`config.mk`:
```
export PLATFORM = sky130hd
export DESIGN_NAME = sync_mode_ctrl
export DESIGN_NICKNAME = d
export VERILOG_FILES = /design/src/verilog/sync_mode_pkg.sv /design/src/verilog/sync_mode_ctrl.sv
export SDC_FILE = /design/constraint.sdc
export NUM_CORES = 1
export LEC_CHECK = 0
export BUFFER_PORTS_ARGS = -buffer_cell sky130_fd_sc_hd__clkbuf_2
export CORE_MARGIN = 2
export CORE_UTILIZATION = 58
export CTS_CLUSTER_DIAMETER = 200
export CTS_CLUSTER_SIZE = 28
export DETAILED_ROUTE_END_ITERATION = 10
export PLACE_DENSITY = 0.78
export SYNTH_ARGS = -nofsm -noshare
export SYNTH_HDL_FRONTEND = slang
export SYNTH_SLANG_ARGS = --single-unit
```
`constraint.sdc`:
```
create_clock -name CLK_SYS -period 4.15 [get_ports CLK_SYS]
set_clock_uncertainty 0.05 [all_clocks]
set_input_delay 0.6225 -clock CLK_SYS [delete_from_list [all_inputs] [get_ports CLK_SYS]]
set_output_delay 0.6225 -clock CLK_SYS [all_outputs]
set_load 0.02 [all_outputs]
```
`src/verilog/sync_mode_pkg.sv`:
```
`default_nettype none
package sync_mode_pkg;

	// ****************************************************************
	// Sizes and timing
	// ****************************************************************
	localparam int NBAY          = 4;
	localparam int CLK_PERIOD_NS = 100;
	localparam int TICK_MS       = 100;
	localparam int TICK_CYCLES   = TICK_MS * 1000000 / CLK_PERIOD_NS;
	localparam int TICK_W        = 20;
	localparam int TMR_W         = 16;
	localparam int TICKS_PER_S   = 1000 / TICK_MS;
	localparam int T_VSEL_S      = 2;
	localparam int T_SELECT_S    = 60;
	localparam int T_CLOSE_S     = 60;
	localparam int T_XFER_MIN    = 30;
	localparam int T_CTRL_MIN    = 15;
	localparam int SEC_PER_MIN   = 60;

	localparam logic [TMR_W-1:0] VSEL_TICKS   =
		TMR_W'(T_VSEL_S * TICKS_PER_S);
	localparam logic [TMR_W-1:0] SELECT_TICKS =
		TMR_W'(T_SELECT_S * TICKS_PER_S);
	localparam logic [TMR_W-1:0] CLOSE_TICKS  =
		TMR_W'(T_CLOSE_S * TICKS_PER_S);
	localparam logic [TMR_W-1:0] XFER_TICKS   =
		TMR_W'(T_XFER_MIN * SEC_PER_MIN * TICKS_PER_S);
	localparam logic [TMR_W-1:0] CTRL_TICKS   =
		TMR_W'(T_CTRL_MIN * SEC_PER_MIN * TICKS_PER_S);

	localparam logic [1:0] DBL_OFF = 2'h1;
	localparam logic [1:0] DBL_ON  = 2'h2;
	localparam logic [2:0] ONE_HOT = 3'h1;

	// ****************************************************************
	// Carriers
	// ****************************************************************
	typedef logic [NBAY-1:0] bay_t;

	typedef struct packed {
		logic direct;
		logic sync_close;
		logic transfer;
		logic stop;
	} mode_req_t;

	typedef struct packed {
		logic volt;
		logic angle;
		logic freq;
		logic ready;
	} cond_t;

	typedef struct packed {
		logic direct;
		logic sync_close;
		logic transfer;
		logic ctrl;
	} mode_ind_t;

	typedef struct packed {
		logic       direct;
		logic       sync_close;
		logic       transfer;
		logic [1:0] ctrl_dbl;
	} remote_ind_t;

	typedef struct packed {
		logic      station_variant;
		mode_req_t local_req;
		mode_req_t remote_req;
		mode_req_t screen_req;
		logic      ctrl_sel;
		logic      ctrl_close;
		bay_t      bay_sel;
		bay_t      cb_switch;
		bay_t      cb_closed;
		logic      xfer_closed;
		logic      vsel_fb;
		logic      ref_live;
		logic      inc_live;
		cond_t     relay;
	} pins_t;

	typedef enum logic [2:0] {
		ST_IDLE,
		ST_DIRECT,
		ST_SYNC,
		ST_XFER,
		ST_CTRL_WAIT,
		ST_CTRL_BAY,
		ST_CLOSING
	} mode_st_t;

	typedef struct packed {
		pins_t              s1;
		pins_t              s2;
		mode_req_t          req_prev;
		logic               ctrl_prev;
		logic               close_prev;
		bay_t               bay_prev;
		bay_t               sw_prev;
		mode_st_t           st;
		logic               close_sync;
		bay_t               bay;
		logic [TICK_W-1:0]  div;
		logic               tick;
		logic [TMR_W-1:0]   tmr;
		logic [TMR_W-1:0]   vsel_cnt;
		logic               vsel_watch;
		logic               vsel_alarm;
		mode_ind_t          lamps;
		remote_ind_t        rind;
		cond_t              cond;
		logic               vt_route;
		bay_t               close_cmd;
	} ctl_state_t;

endpackage : sync_mode_pkg
`default_nettype wire

```
`src/verilog/sync_mode_ctrl.sv`:
```
// How it works
// - Controlled sync only via latched selector; off leaves other modes free.
// - Selector on refuses initiation of every other mode.
// - Moving the selector never aborts an already initiated mode.
// - Controlled sync selected: lamp on and two-bit remote status.
// - Hardwired: momentary buttons pick modes; stop returns any mode to reset but leaves the relay alarm set.
// - Station variant: controlled sync blocks screen direct and sync close.
// - Selected mode always indicated locally and mirrored remotely.
// - At most one mode selected; concurrent second selection rejected.
// - Hardwired: sync transfer accepted only from sync close mode.
// - Station variant: sync transfer accepted directly from idle.
// - Remote commands ORed with local; each mode status reported remotely.
// - Closing one breaker ignores close requests for others; reclose untouched.
// - Selection relays not reset 2 s after reset: alarm, block initiation.
// - Direct or sync close resets unless switch operated within 60 s.
// - After breaker switch, reset if not closed within 60 s.
// - Sync transfer resets if transfer breaker not closed in 30 min.
// - Return to reset once a close command has been issued.
// - Controlled sync resets 15 min after bay selection without close.
// - Drive voltage, angle, frequency and relay-ready condition lamps.
// - Route voltages to instruments only after controlled sync selected.
// - Sync close blocked when voltage present on one side only.
`timescale 1ns/1ps
`default_nettype none
module sync_mode_ctrl
	import sync_mode_pkg::*;
#(
	parameter int TICK_DIV = TICK_CYCLES
) (
	input  wire logic        CLK_SYS,
	input  wire logic        NRST,
	input  wire logic        STATION_VARIANT,
	input  wire mode_req_t   LOCAL_REQ,
	input  wire mode_req_t   REMOTE_REQ,
	input  wire mode_req_t   SCREEN_REQ,
	input  wire logic        CTRL_SEL_SW,
	input  wire logic        CTRL_CLOSE_SW,
	input  wire bay_t        BAY_SEL,
	input  wire bay_t        CB_SWITCH,
	input  wire bay_t        CB_CLOSED,
	input  wire logic        XFER_CB_CLOSED,
	input  wire logic        VSEL_FB,
	input  wire logic        REF_LIVE,
	input  wire logic        INC_LIVE,
	input  wire cond_t       RELAY_COND,
	output var  mode_ind_t   MODE_LAMPS,
	output var  remote_ind_t REMOTE_IND,
	output var  cond_t       COND_LAMPS,
	output var  logic        VT_ROUTE_EN,
	output var  bay_t        CLOSE_CMD,
	output var  bay_t        ACTIVE_BAY,
	output var  logic        VSEL_ALARM
);

	// ****************************************************************
	// Helpers
	// ****************************************************************
	function automatic logic [2:0] ones4(input logic [3:0] v);
		logic [2:0] c;
		c = '0;
		for (int i = 0; i < 4; i++) begin
			c = c + {2'h0, v[i]};
		end
		return c;
	endfunction : ones4

	// Rising edges across a bay-wide group of inputs
	function automatic bay_t edge4(input bay_t now, input bay_t was);
		return now & ~was;
	endfunction : edge4

	// Supervision timer has run its full length
	function automatic logic expired(input logic [TMR_W-1:0] t,
		input logic [TMR_W-1:0] lim);
		return t >= lim;
	endfunction : expired

	ctl_state_t q_reg;
	ctl_state_t q_next;

	pins_t      pins_in;
	pins_t      p;
	mode_req_t  src;
	mode_req_t  req_lvl;
	mode_req_t  rise;
	logic [2:0] mode_cnt;
	bay_t       bay_rise;
	bay_t       sw_rise;
	logic       ctrl_on;
	logic       ctrl_edge;
	logic       close_rise;
	logic       go_idle;
	logic       in_ctrl;

	// ****************************************************************
	// Pin capture
	// ****************************************************************
	always_comb begin
		pins_in.station_variant = STATION_VARIANT;
		pins_in.local_req       = LOCAL_REQ;
		pins_in.remote_req      = REMOTE_REQ;
		pins_in.screen_req      = SCREEN_REQ;
		pins_in.ctrl_sel        = CTRL_SEL_SW;
		pins_in.ctrl_close      = CTRL_CLOSE_SW;
		pins_in.bay_sel         = BAY_SEL;
		pins_in.cb_switch       = CB_SWITCH;
		pins_in.cb_closed       = CB_CLOSED;
		pins_in.xfer_closed     = XFER_CB_CLOSED;
		pins_in.vsel_fb         = VSEL_FB;
		pins_in.ref_live        = REF_LIVE;
		pins_in.inc_live        = INC_LIVE;
		pins_in.relay           = RELAY_COND;
	end

	// ****************************************************************
	// Next state
	// ****************************************************************
	always_comb begin
		q_next    = q_reg;
		q_next.s1 = pins_in;
		q_next.s2 = q_reg.s1;
		p         = q_reg.s2;

		// Local source depends on variant, remote always ORed in
		src     = p.station_variant ? p.screen_req : p.local_req;
		req_lvl = mode_req_t'(src | p.remote_req);
		rise    = mode_req_t'(req_lvl & ~q_reg.req_prev);
		q_next.req_prev = req_lvl;

		mode_cnt = ones4({1'b0, rise.direct, rise.sync_close,
			rise.transfer});

		ctrl_on    = p.ctrl_sel;
		ctrl_edge  = ctrl_on ^ q_reg.ctrl_prev;
		close_rise = p.ctrl_close & ~q_reg.close_prev;
		bay_rise   = edge4(p.bay_sel, q_reg.bay_prev);
		sw_rise    = edge4(p.cb_switch, q_reg.sw_prev);
		q_next.ctrl_prev  = ctrl_on;
		q_next.close_prev = p.ctrl_close;
		q_next.bay_prev   = p.bay_sel;
		q_next.sw_prev    = p.cb_switch;

		// Divided tick for all supervision timers
		q_next.tick = 1'b0;
		if (q_reg.div == TICK_W'(TICK_DIV - 1)) begin
			q_next.div  = '0;
			q_next.tick = 1'b1;
		end else begin
			q_next.div = q_reg.div + TICK_W'(1);
		end
		if (q_reg.tick) begin
			q_next.tmr = q_reg.tmr + TMR_W'(1);
		end

		q_next.close_cmd = '0;
		go_idle = 1'b0;

		// ************************************************************
		// Mode selection and supervision
		// ************************************************************
		case (q_reg.st)
			ST_IDLE: begin
				q_next.tmr = '0;
				if (q_reg.vsel_alarm) begin
					q_next.st = ST_IDLE;
				end else if (ctrl_on) begin
					q_next.st = ST_CTRL_WAIT;
				end else if (mode_cnt == ONE_HOT) begin
					if (rise.direct) begin
						q_next.st = ST_DIRECT;
					end else if (rise.sync_close) begin
						q_next.st = ST_SYNC;
					end else if (p.station_variant) begin
						q_next.st = ST_XFER;
					end
				end
			end
			ST_DIRECT, ST_SYNC: begin
				if (ones4(sw_rise) == ONE_HOT) begin
					q_next.st         = ST_CLOSING;
					q_next.bay        = sw_rise;
					q_next.close_sync = (q_reg.st == ST_SYNC);
					q_next.tmr        = '0;
				end else if (q_reg.st == ST_SYNC && rise.transfer &&
					!ctrl_on && mode_cnt == ONE_HOT) begin
					q_next.st  = ST_XFER;
					q_next.tmr = '0;
				end else if (ctrl_edge) begin
					q_next.tmr = '0;
				end else if (expired(q_reg.tmr, SELECT_TICKS)) begin
					go_idle = 1'b1;
				end
			end
			ST_CLOSING: begin
				// Other bays' switches are not looked at here
				if (!q_reg.close_sync) begin
					q_next.close_cmd = q_reg.bay;
					go_idle = 1'b1;
				end else if ((p.ref_live ^ p.inc_live) == 1'b0 &&
					p.ref_live && p.relay.ready) begin
					q_next.close_cmd = q_reg.bay;
					go_idle = 1'b1;
				end else if ((p.cb_closed & q_reg.bay) != '0) begin
					go_idle = 1'b1;
				end else if (expired(q_reg.tmr, CLOSE_TICKS)) begin
					go_idle = 1'b1;
				end
			end
			ST_XFER: begin
				if (p.xfer_closed) begin
					go_idle = 1'b1;
				end else if (expired(q_reg.tmr, XFER_TICKS)) begin
					go_idle = 1'b1;
				end
			end
			ST_CTRL_WAIT: begin
				if (ones4(bay_rise) == ONE_HOT) begin
					q_next.st  = ST_CTRL_BAY;
					q_next.bay = bay_rise;
					q_next.tmr = '0;
				end
			end
			ST_CTRL_BAY: begin
				if (close_rise && p.relay.ready) begin
					q_next.close_cmd = q_reg.bay;
					go_idle = 1'b1;
				end else if ((p.cb_closed & q_reg.bay) != '0) begin
					go_idle = 1'b1;
				end else if (expired(q_reg.tmr, CTRL_TICKS)) begin
					go_idle = 1'b1;
				end
			end
			default: begin
				go_idle = 1'b1;
			end
		endcase

		if (rise.stop) begin
			go_idle = 1'b1;
		end

		// ************************************************************
		// Return to reset and relay feedback watch
		// ************************************************************
		// Return to reset: state, bay and timers cleared, relay watch armed
		if (go_idle) begin
			q_next.st         = ST_IDLE;
			q_next.bay        = '0;
			q_next.close_sync = 1'b0;
			q_next.tmr        = '0;
			q_next.vsel_watch = 1'b1;
			q_next.vsel_cnt   = '0;
		end else if (q_reg.vsel_watch) begin
			if (!p.vsel_fb) begin
				q_next.vsel_watch = 1'b0;
				q_next.vsel_alarm = 1'b0;
			end else if (q_reg.tick) begin
				if (q_reg.vsel_cnt >= VSEL_TICKS - TMR_W'(1)) begin
					q_next.vsel_alarm = 1'b1;
				end else begin
					q_next.vsel_cnt = q_reg.vsel_cnt + TMR_W'(1);
				end
			end
		end

		// ************************************************************
		// Indications
		// ************************************************************
		in_ctrl = (q_next.st == ST_CTRL_WAIT) ||
			(q_next.st == ST_CTRL_BAY);
		q_next.lamps.direct     = (q_next.st == ST_DIRECT) ||
			(q_next.st == ST_CLOSING && !q_next.close_sync);
		q_next.lamps.sync_close = (q_next.st == ST_SYNC) ||
			(q_next.st == ST_CLOSING && q_next.close_sync);
		q_next.lamps.transfer   = (q_next.st == ST_XFER);
		q_next.lamps.ctrl       = in_ctrl;
		q_next.rind.direct      = q_next.lamps.direct;
		q_next.rind.sync_close  = q_next.lamps.sync_close;
		q_next.rind.transfer    = q_next.lamps.transfer;
		q_next.rind.ctrl_dbl    = in_ctrl ? DBL_ON : DBL_OFF;
		q_next.cond             = p.relay;
		q_next.vt_route         = in_ctrl;
	end

	// ****************************************************************
	// State register
	// ****************************************************************
	always_ff @(posedge CLK_SYS) begin
		if (!NRST) begin
			q_reg               <= '0;
			q_reg.vsel_watch    <= 1'b1;
			q_reg.rind.ctrl_dbl <= DBL_OFF;
			// Relay assumed operated until the synced pin shows it reset
			q_reg.s1.vsel_fb    <= 1'b1;
			q_reg.s2.vsel_fb    <= 1'b1;
		end else begin
			q_reg <= q_next;
		end
	end

	assign MODE_LAMPS  = q_reg.lamps;
	assign REMOTE_IND  = q_reg.rind;
	assign COND_LAMPS  = q_reg.cond;
	assign VT_ROUTE_EN = q_reg.vt_route;
	assign CLOSE_CMD   = q_reg.close_cmd;
	assign ACTIVE_BAY  = q_reg.bay;
	assign VSEL_ALARM  = q_reg.vsel_alarm;

endmodule : sync_mode_ctrl
`default_nettype wire

```
# Word level (Yosys, flattened, before mapping)
# Cells that the tools add are included.
# W data, S select, Z words.
# word_totals
latchBits	0
n_memories	0
reg_bits	161
romBits	0
output_inout_bits	23
ramBits	0
word_cells	200
in_bits	37
# op_classes
shifts	0
n_reduce_logical	23
muxes	47
n_eq_ne	20
magnitude_cmp	4
addsub	11
n_bitwise	16
n_div	0
mul	0
# ops
op	count
$mux W16	5
$pmux W16 S3	1
$add A16 B1 Y16 const B	2
$mux W3	9
$add A20 B1 Y20 const B	1
$eq A20 B20 Y1 const B	1
$mux W4	5
$mux W1	19
$eq A3 B3 Y1 const B	6
$and A4 B4 Y4	4
$ge A16 B10 Y1 const B	1
$ge A16 B14 Y1 const B	1
$ge A16 B15 Y1 const B	1
$ge A16 B5 Y1 const B	1
$pmux W4 S2	2
$eq A3 B1 Y1 const B	5
$eq A3 B2 Y1 const B	4
$not A4 Y4	3
$add A2 B1 Y3	3
$pmux W3 S3	1
$logic_and A1 B1 Y1	8
$mux W8	1
$reduce_and A4 Y1	2
$reduce_or A2 Y1	4
17 further kinds	31

# Logic depth before layout (Yosys ltp)
# depth
ltp_word	15
ltp_mapped	12
mapped_depth_nobuf	10

# Worst setup path after synthesis
# Ideal clock, no wire load.
# synth_path
path_type	register to register
start	reg q_reg, in the netlist p[34]
end	reg q_reg, in the netlist REMOTE_IND[0]
path_slack_ps	1009
path_buffers	1
t_arrival_ps	2965
t_required_ps	3973
period_less_slack_ps	3141
setup_ps	127
stages_incl_launch_ff	12
path_cell_list	dfxtp_1 > clkbuf_1 > mux2i_1 > and2_1 > nor2_1 > fa_1 > or3b_1 > a211o_1 > a21o_1 > nand2_2 > nand4_4 > or3_1
# synth_via
elab_chain_len	15
word_cells_on_any_way	27
classes_between	add/sub: 2; eq/ne: 3; mux: 16; bitwise: 2; reduce/logical: 4
# synth_lines
item	line	rtl
start, declared	sync_mode_ctrl.sv:78	ctl_state_t q_reg;
start signal, assigned	sync_mode_ctrl.sv:297	q_reg <= q_next;
$mux W4	sync_mode_ctrl.sv:125	src = p.station_variant ? p.screen_req : p.local_req;
$or A4 B4 Y4	sync_mode_ctrl.sv:126	req_lvl = mode_req_t'(src | p.remote_req);
$and A4 B4 Y4	sync_mode_ctrl.sv:127	rise = mode_req_t'(req_lvl & ~q_reg.req_prev);
$add A1 B1 Y2	sync_mode_ctrl.sv:62	c = c + {2'h0, v[i]};
$add A2 B1 Y3	sync_mode_ctrl.sv:62	
$eq A3 B1 Y1	sync_mode_ctrl.sv:168, sync_mode_ctrl.sv:185	
$logic_and A1 B1 Y1	sync_mode_ctrl.sv:185	!ctrl_on && mode_cnt == ONE_HOT) begin
$mux W1	sync_mode_ctrl.sv:184	end else if (q_reg.st == ST_SYNC && rise.transfer &&
$mux W1	sync_mode_ctrl.sv:179	if (ones4(sw_rise) == ONE_HOT) begin
$pmux W1 S5	sync_mode_ctrl.sv:161	case (q_reg.st)
$mux W1	sync_mode_ctrl.sv:238	if (rise.stop) begin
$mux W8 *	sync_mode_ctrl.sv:246	if (go_idle) begin
$eq A3 B3 Y1, on equally long branches	sync_mode_ctrl.sv:269, sync_mode_ctrl.sv:270	
$logic_or A1 B1 Y1 *	sync_mode_ctrl.sv:269	in_ctrl = (q_next.st == ST_CTRL_WAIT) ||
$mux W2 *	sync_mode_ctrl.sv:280	q_next.rind.ctrl_dbl = in_ctrl ? DBL_ON : DBL_OFF;
# Mark *: on every way between the ends. The rest lies on a longest branch, timed or not.
# A chain may end at the register's enable or synchronous reset.

# Final worst setup path
# layout_path
start	reg q_reg, in the netlist p[34]
end	reg q_reg[40] in the netlist's numbering
# layout_via
elab_chain_len	12
word_cells_on_any_way	17
classes_between	add/sub: 2; eq/ne: 1; mux: 8; bitwise: 2; reduce/logical: 4
# layout_lines
item	line
$mux W4 *	sync_mode_ctrl.sv:125
$or A4 B4 Y4 *	sync_mode_ctrl.sv:126
$and A4 B4 Y4 *	sync_mode_ctrl.sv:127
$add A1 B1 Y2	sync_mode_ctrl.sv:62
$add A2 B1 Y3	sync_mode_ctrl.sv:62
$eq A3 B1 Y1	sync_mode_ctrl.sv:185
$logic_and A1 B1 Y1	sync_mode_ctrl.sv:185
$mux W1	sync_mode_ctrl.sv:184
$mux W1	sync_mode_ctrl.sv:179
$pmux W1 S5	sync_mode_ctrl.sv:161
$mux W1	sync_mode_ctrl.sv:238
$reduce_or A2 Y1 (no source line)	-
# Marked as above.

==> run summary <==
status = complete, no violations
synth-to-layout area growth = 12.40%
share of layout cells above drive strength 1 = 16.64%
Post-CTS Hold Buffers = 0
yosys warns = 0
Die Y = 107.3 µm
required time of the critical path = 4.55 ns
initial antenna violation count = 0
commonest non-fill, non-tap cell in the layout = dfxtp_1
CP arrival = 4.00 ns
I/O Buffers = 59
synthesized area per cell = 9.726 µm²
largest net degree at the start of global routing = 56
Buf+Inv Stages, Crit Path = 1
reg2reg start = p[34]
via count = 4251
GR Layer Usage met2 = 34.04%
per-cell routed wire length = 13.37 µm
Worst path slowest cell = fa_1
critical path fanouts, max = 29
routing usage on met1 = 25.07%
Max Cap Viol = 0
fin crit share = 86.60%
power per cell area = 459.4 mW/mm²
layout filler cell count = 801
Worst Reg-to-Reg Cells = 11
Final Slew Violations = 0
max FFs per register = 72
number of flops mapped to enable cells by yosys = 0
DR DRC count = 0
final WL = 10.97 mm
sequential group share of total power = 50.4%
Worst-path clk slew = 0.06 ns
Mapped Area = 0.006186 mm²
Worst Hold Launch = VSEL_FB
core area = 0.01032 mm²
RSZ-0062 raised after global routing = false
H-tree depth = 4
Primary FF master, synth = dfxtp_1
via density per instance = 5.178
clock buffer depth = 2
CTS tree = yes
worst min path class = primary input to register
I/O pin cnt = 60
GPL Wtd Cong = 0.8726
antenna diode count = 0
drt first pass iters = 4
R2R Setup Slk = 0.56 ns
Tightest Pin Transition = 0.7217 ns
Core Rows = 37
WHS Endpoint = q_next[101]
crit end category = register
first-pass GRT wire length = 18.63 mm
Cells after Synth = 636
busiest grt layer = met2
post-layout minimum cycle time = 3.594 ns
Min-Delay Path Depth = 2
number of global-route vias before repair = 4099
die area = 0.01151 mm²
post-synthesis register bit count = 160
Pleak = 0.002816 µW
starting density of the core = 59.92%
setup bufs post-CTS = 0
Fmax achieved = 278.2 MHz
Die W = 107.3 µm
Power Internal = 2451 µW
Root Buffer = clkbuf_8
remaining global-route overflow = 0
routing usage on met3 = 6.356%
Final Util = 67.35%
P_sw = 743.1 µW
crit path kind = register to register
Hold Vio Cnt, Final = 0
max incr delay on CP = 0.52 ns
Sw Share = 23.27%
setup tns final = 0 ns
Setup crit start kind = register
CTS sink count = 160
peak supply drop = 0.2422 mV
combinational power share = 5.9%
nets = 720
Inserted Clock Buffers = 17
Final setup viols = 0
cell family with most CP delay = simple AND/OR/NAND/NOR gates
CP Cell Sequence = mux2i_1 > and2_1 > nor2_1 > fa_1 > or3b_1 > a211o_1 > a21o_1 > nand2_2 > nand4_4 > buf_4 > nor3_1
most frequent cells in the layout = dfxtp_1, and2_1, nor2_1
asr flop ratio synth = 0%
syn_nets = 684
post-route ant nets = 0
hpwl dp = 7.509 mm
clk_lat worst skew = 0.53 ns
Clock Power Share = 43.7%
post-synthesis sequential area ratio = 51.78%
Global Route Usage Sum = 20.77%
DR iter-0 viols = 191
Post-CTS Resized = 0
Synth cell types = 58
reg2reg end = q_reg[40]
Max-slew headroom = 51.89%
-- how the worst max path moves through the flow --
stage / to / cells after the start / start / slack [ns]
global route: q_reg[38] / 11 / p[34] / 0.34
CTS: q_reg[40] / 11 / p[34] / 0.54
global placement: q_reg[19] / 11 / p[34] / 0.72
finish: q_reg[40] / 11 / p[34] / 0.56
detailed placement: q_reg[40] / 11 / p[34] / 0.56
floorplan: REMOTE_IND[0] / 11 / p[34] / 1.01
-- metrics by stage --
stage | setup WS [ns] | hold WS [ns] | cell area [µm²] | power [µW] | cells
floorplan | 1.009 | 0.3363 | 6186 | 1784 | 636
global placement | 0.7207 | 0.3488 | 6410 | 1824 | 789
detailed placement | 0.5623 | 0.3440 | 6410 | 1831 | 789
CTS | 0.5375 | 0.2025 | 6953 | 3216 | 821
global route | 0.3380 | 0.2076 | 6953 | 3316 | 821
finish | 0.5560 | 0.2222 | 6953 | 3194 | 821
-- cell type report --
cell class	instances	area (µm²)	share of cell area, %
flip-flops and latches	160	3203	46.07
multi-input cells	403	2610	37.54
clock buffers	22	462.9	6.658
repair buffers	63	325.3	4.679
well taps	136	170.2	2.447
inverters	27	101.3	1.458
clock inverters	10	80.08	1.152
-- Yosys cell counts (all sizes together), types with 4 or more instances --
master | n | area share, %
nor2b | 18 | 1.8
clkbuf | 21 | 1.3
a211o | 4 | 0.57
and2 | 88 | 8.9
o31ai | 4 | 0.49
nor4 | 6 | 0.71
nor3 | 28 | 3.0
nand4 | 9 | 1.2
buf | 25 | 3.1
nand3 | 18 | 1.5
nor4b | 4 | 0.67
xor2 | 15 | 2.1
and3 | 11 | 1.1
xnor2 | 22 | 3.1
mux2i | 7 | 1.1
ha | 8 | 1.6
nand2 | 20 | 1.3
inv | 27 | 1.6
nor3b | 4 | 0.49
nor2 | 73 | 4.4
a21oi | 11 | 0.89
dfxtp | 160 | 52
a31oi | 5 | 0.51
-- cells by family after synthesis --
group           after synthesis  synth area share, %
flops                       160                51.78
xor+xnor                     37                5.239
mux                           8                1.315
buf+inv                      73                6.028
fa+ha+maj                    11                2.589
compound gates               50                5.906
simple gates                297                27.14
-- routing by layer --
| layer | wire, µm | part of all wire [%] |
|---|---|---|
| met5 | 0 | 0 |
| met4 | 203 | 1.8 |
| met3 | 576 | 5.2 |
| met2 | 5300 | 48 |
| met1 | 4893 | 45 |
-- power groups by stage --
stage	Sequential (µW)	Clock, µW	Combinational, µW
final	1610	1390	190
after global routing	1610	1490	212
after CTS	1610	1420	191
after detailed placement	1640	0	188
after global placement	1640	0	183
after floorplan	1630	0	155
Note: power is estimated with default switching activity, not from simulation.
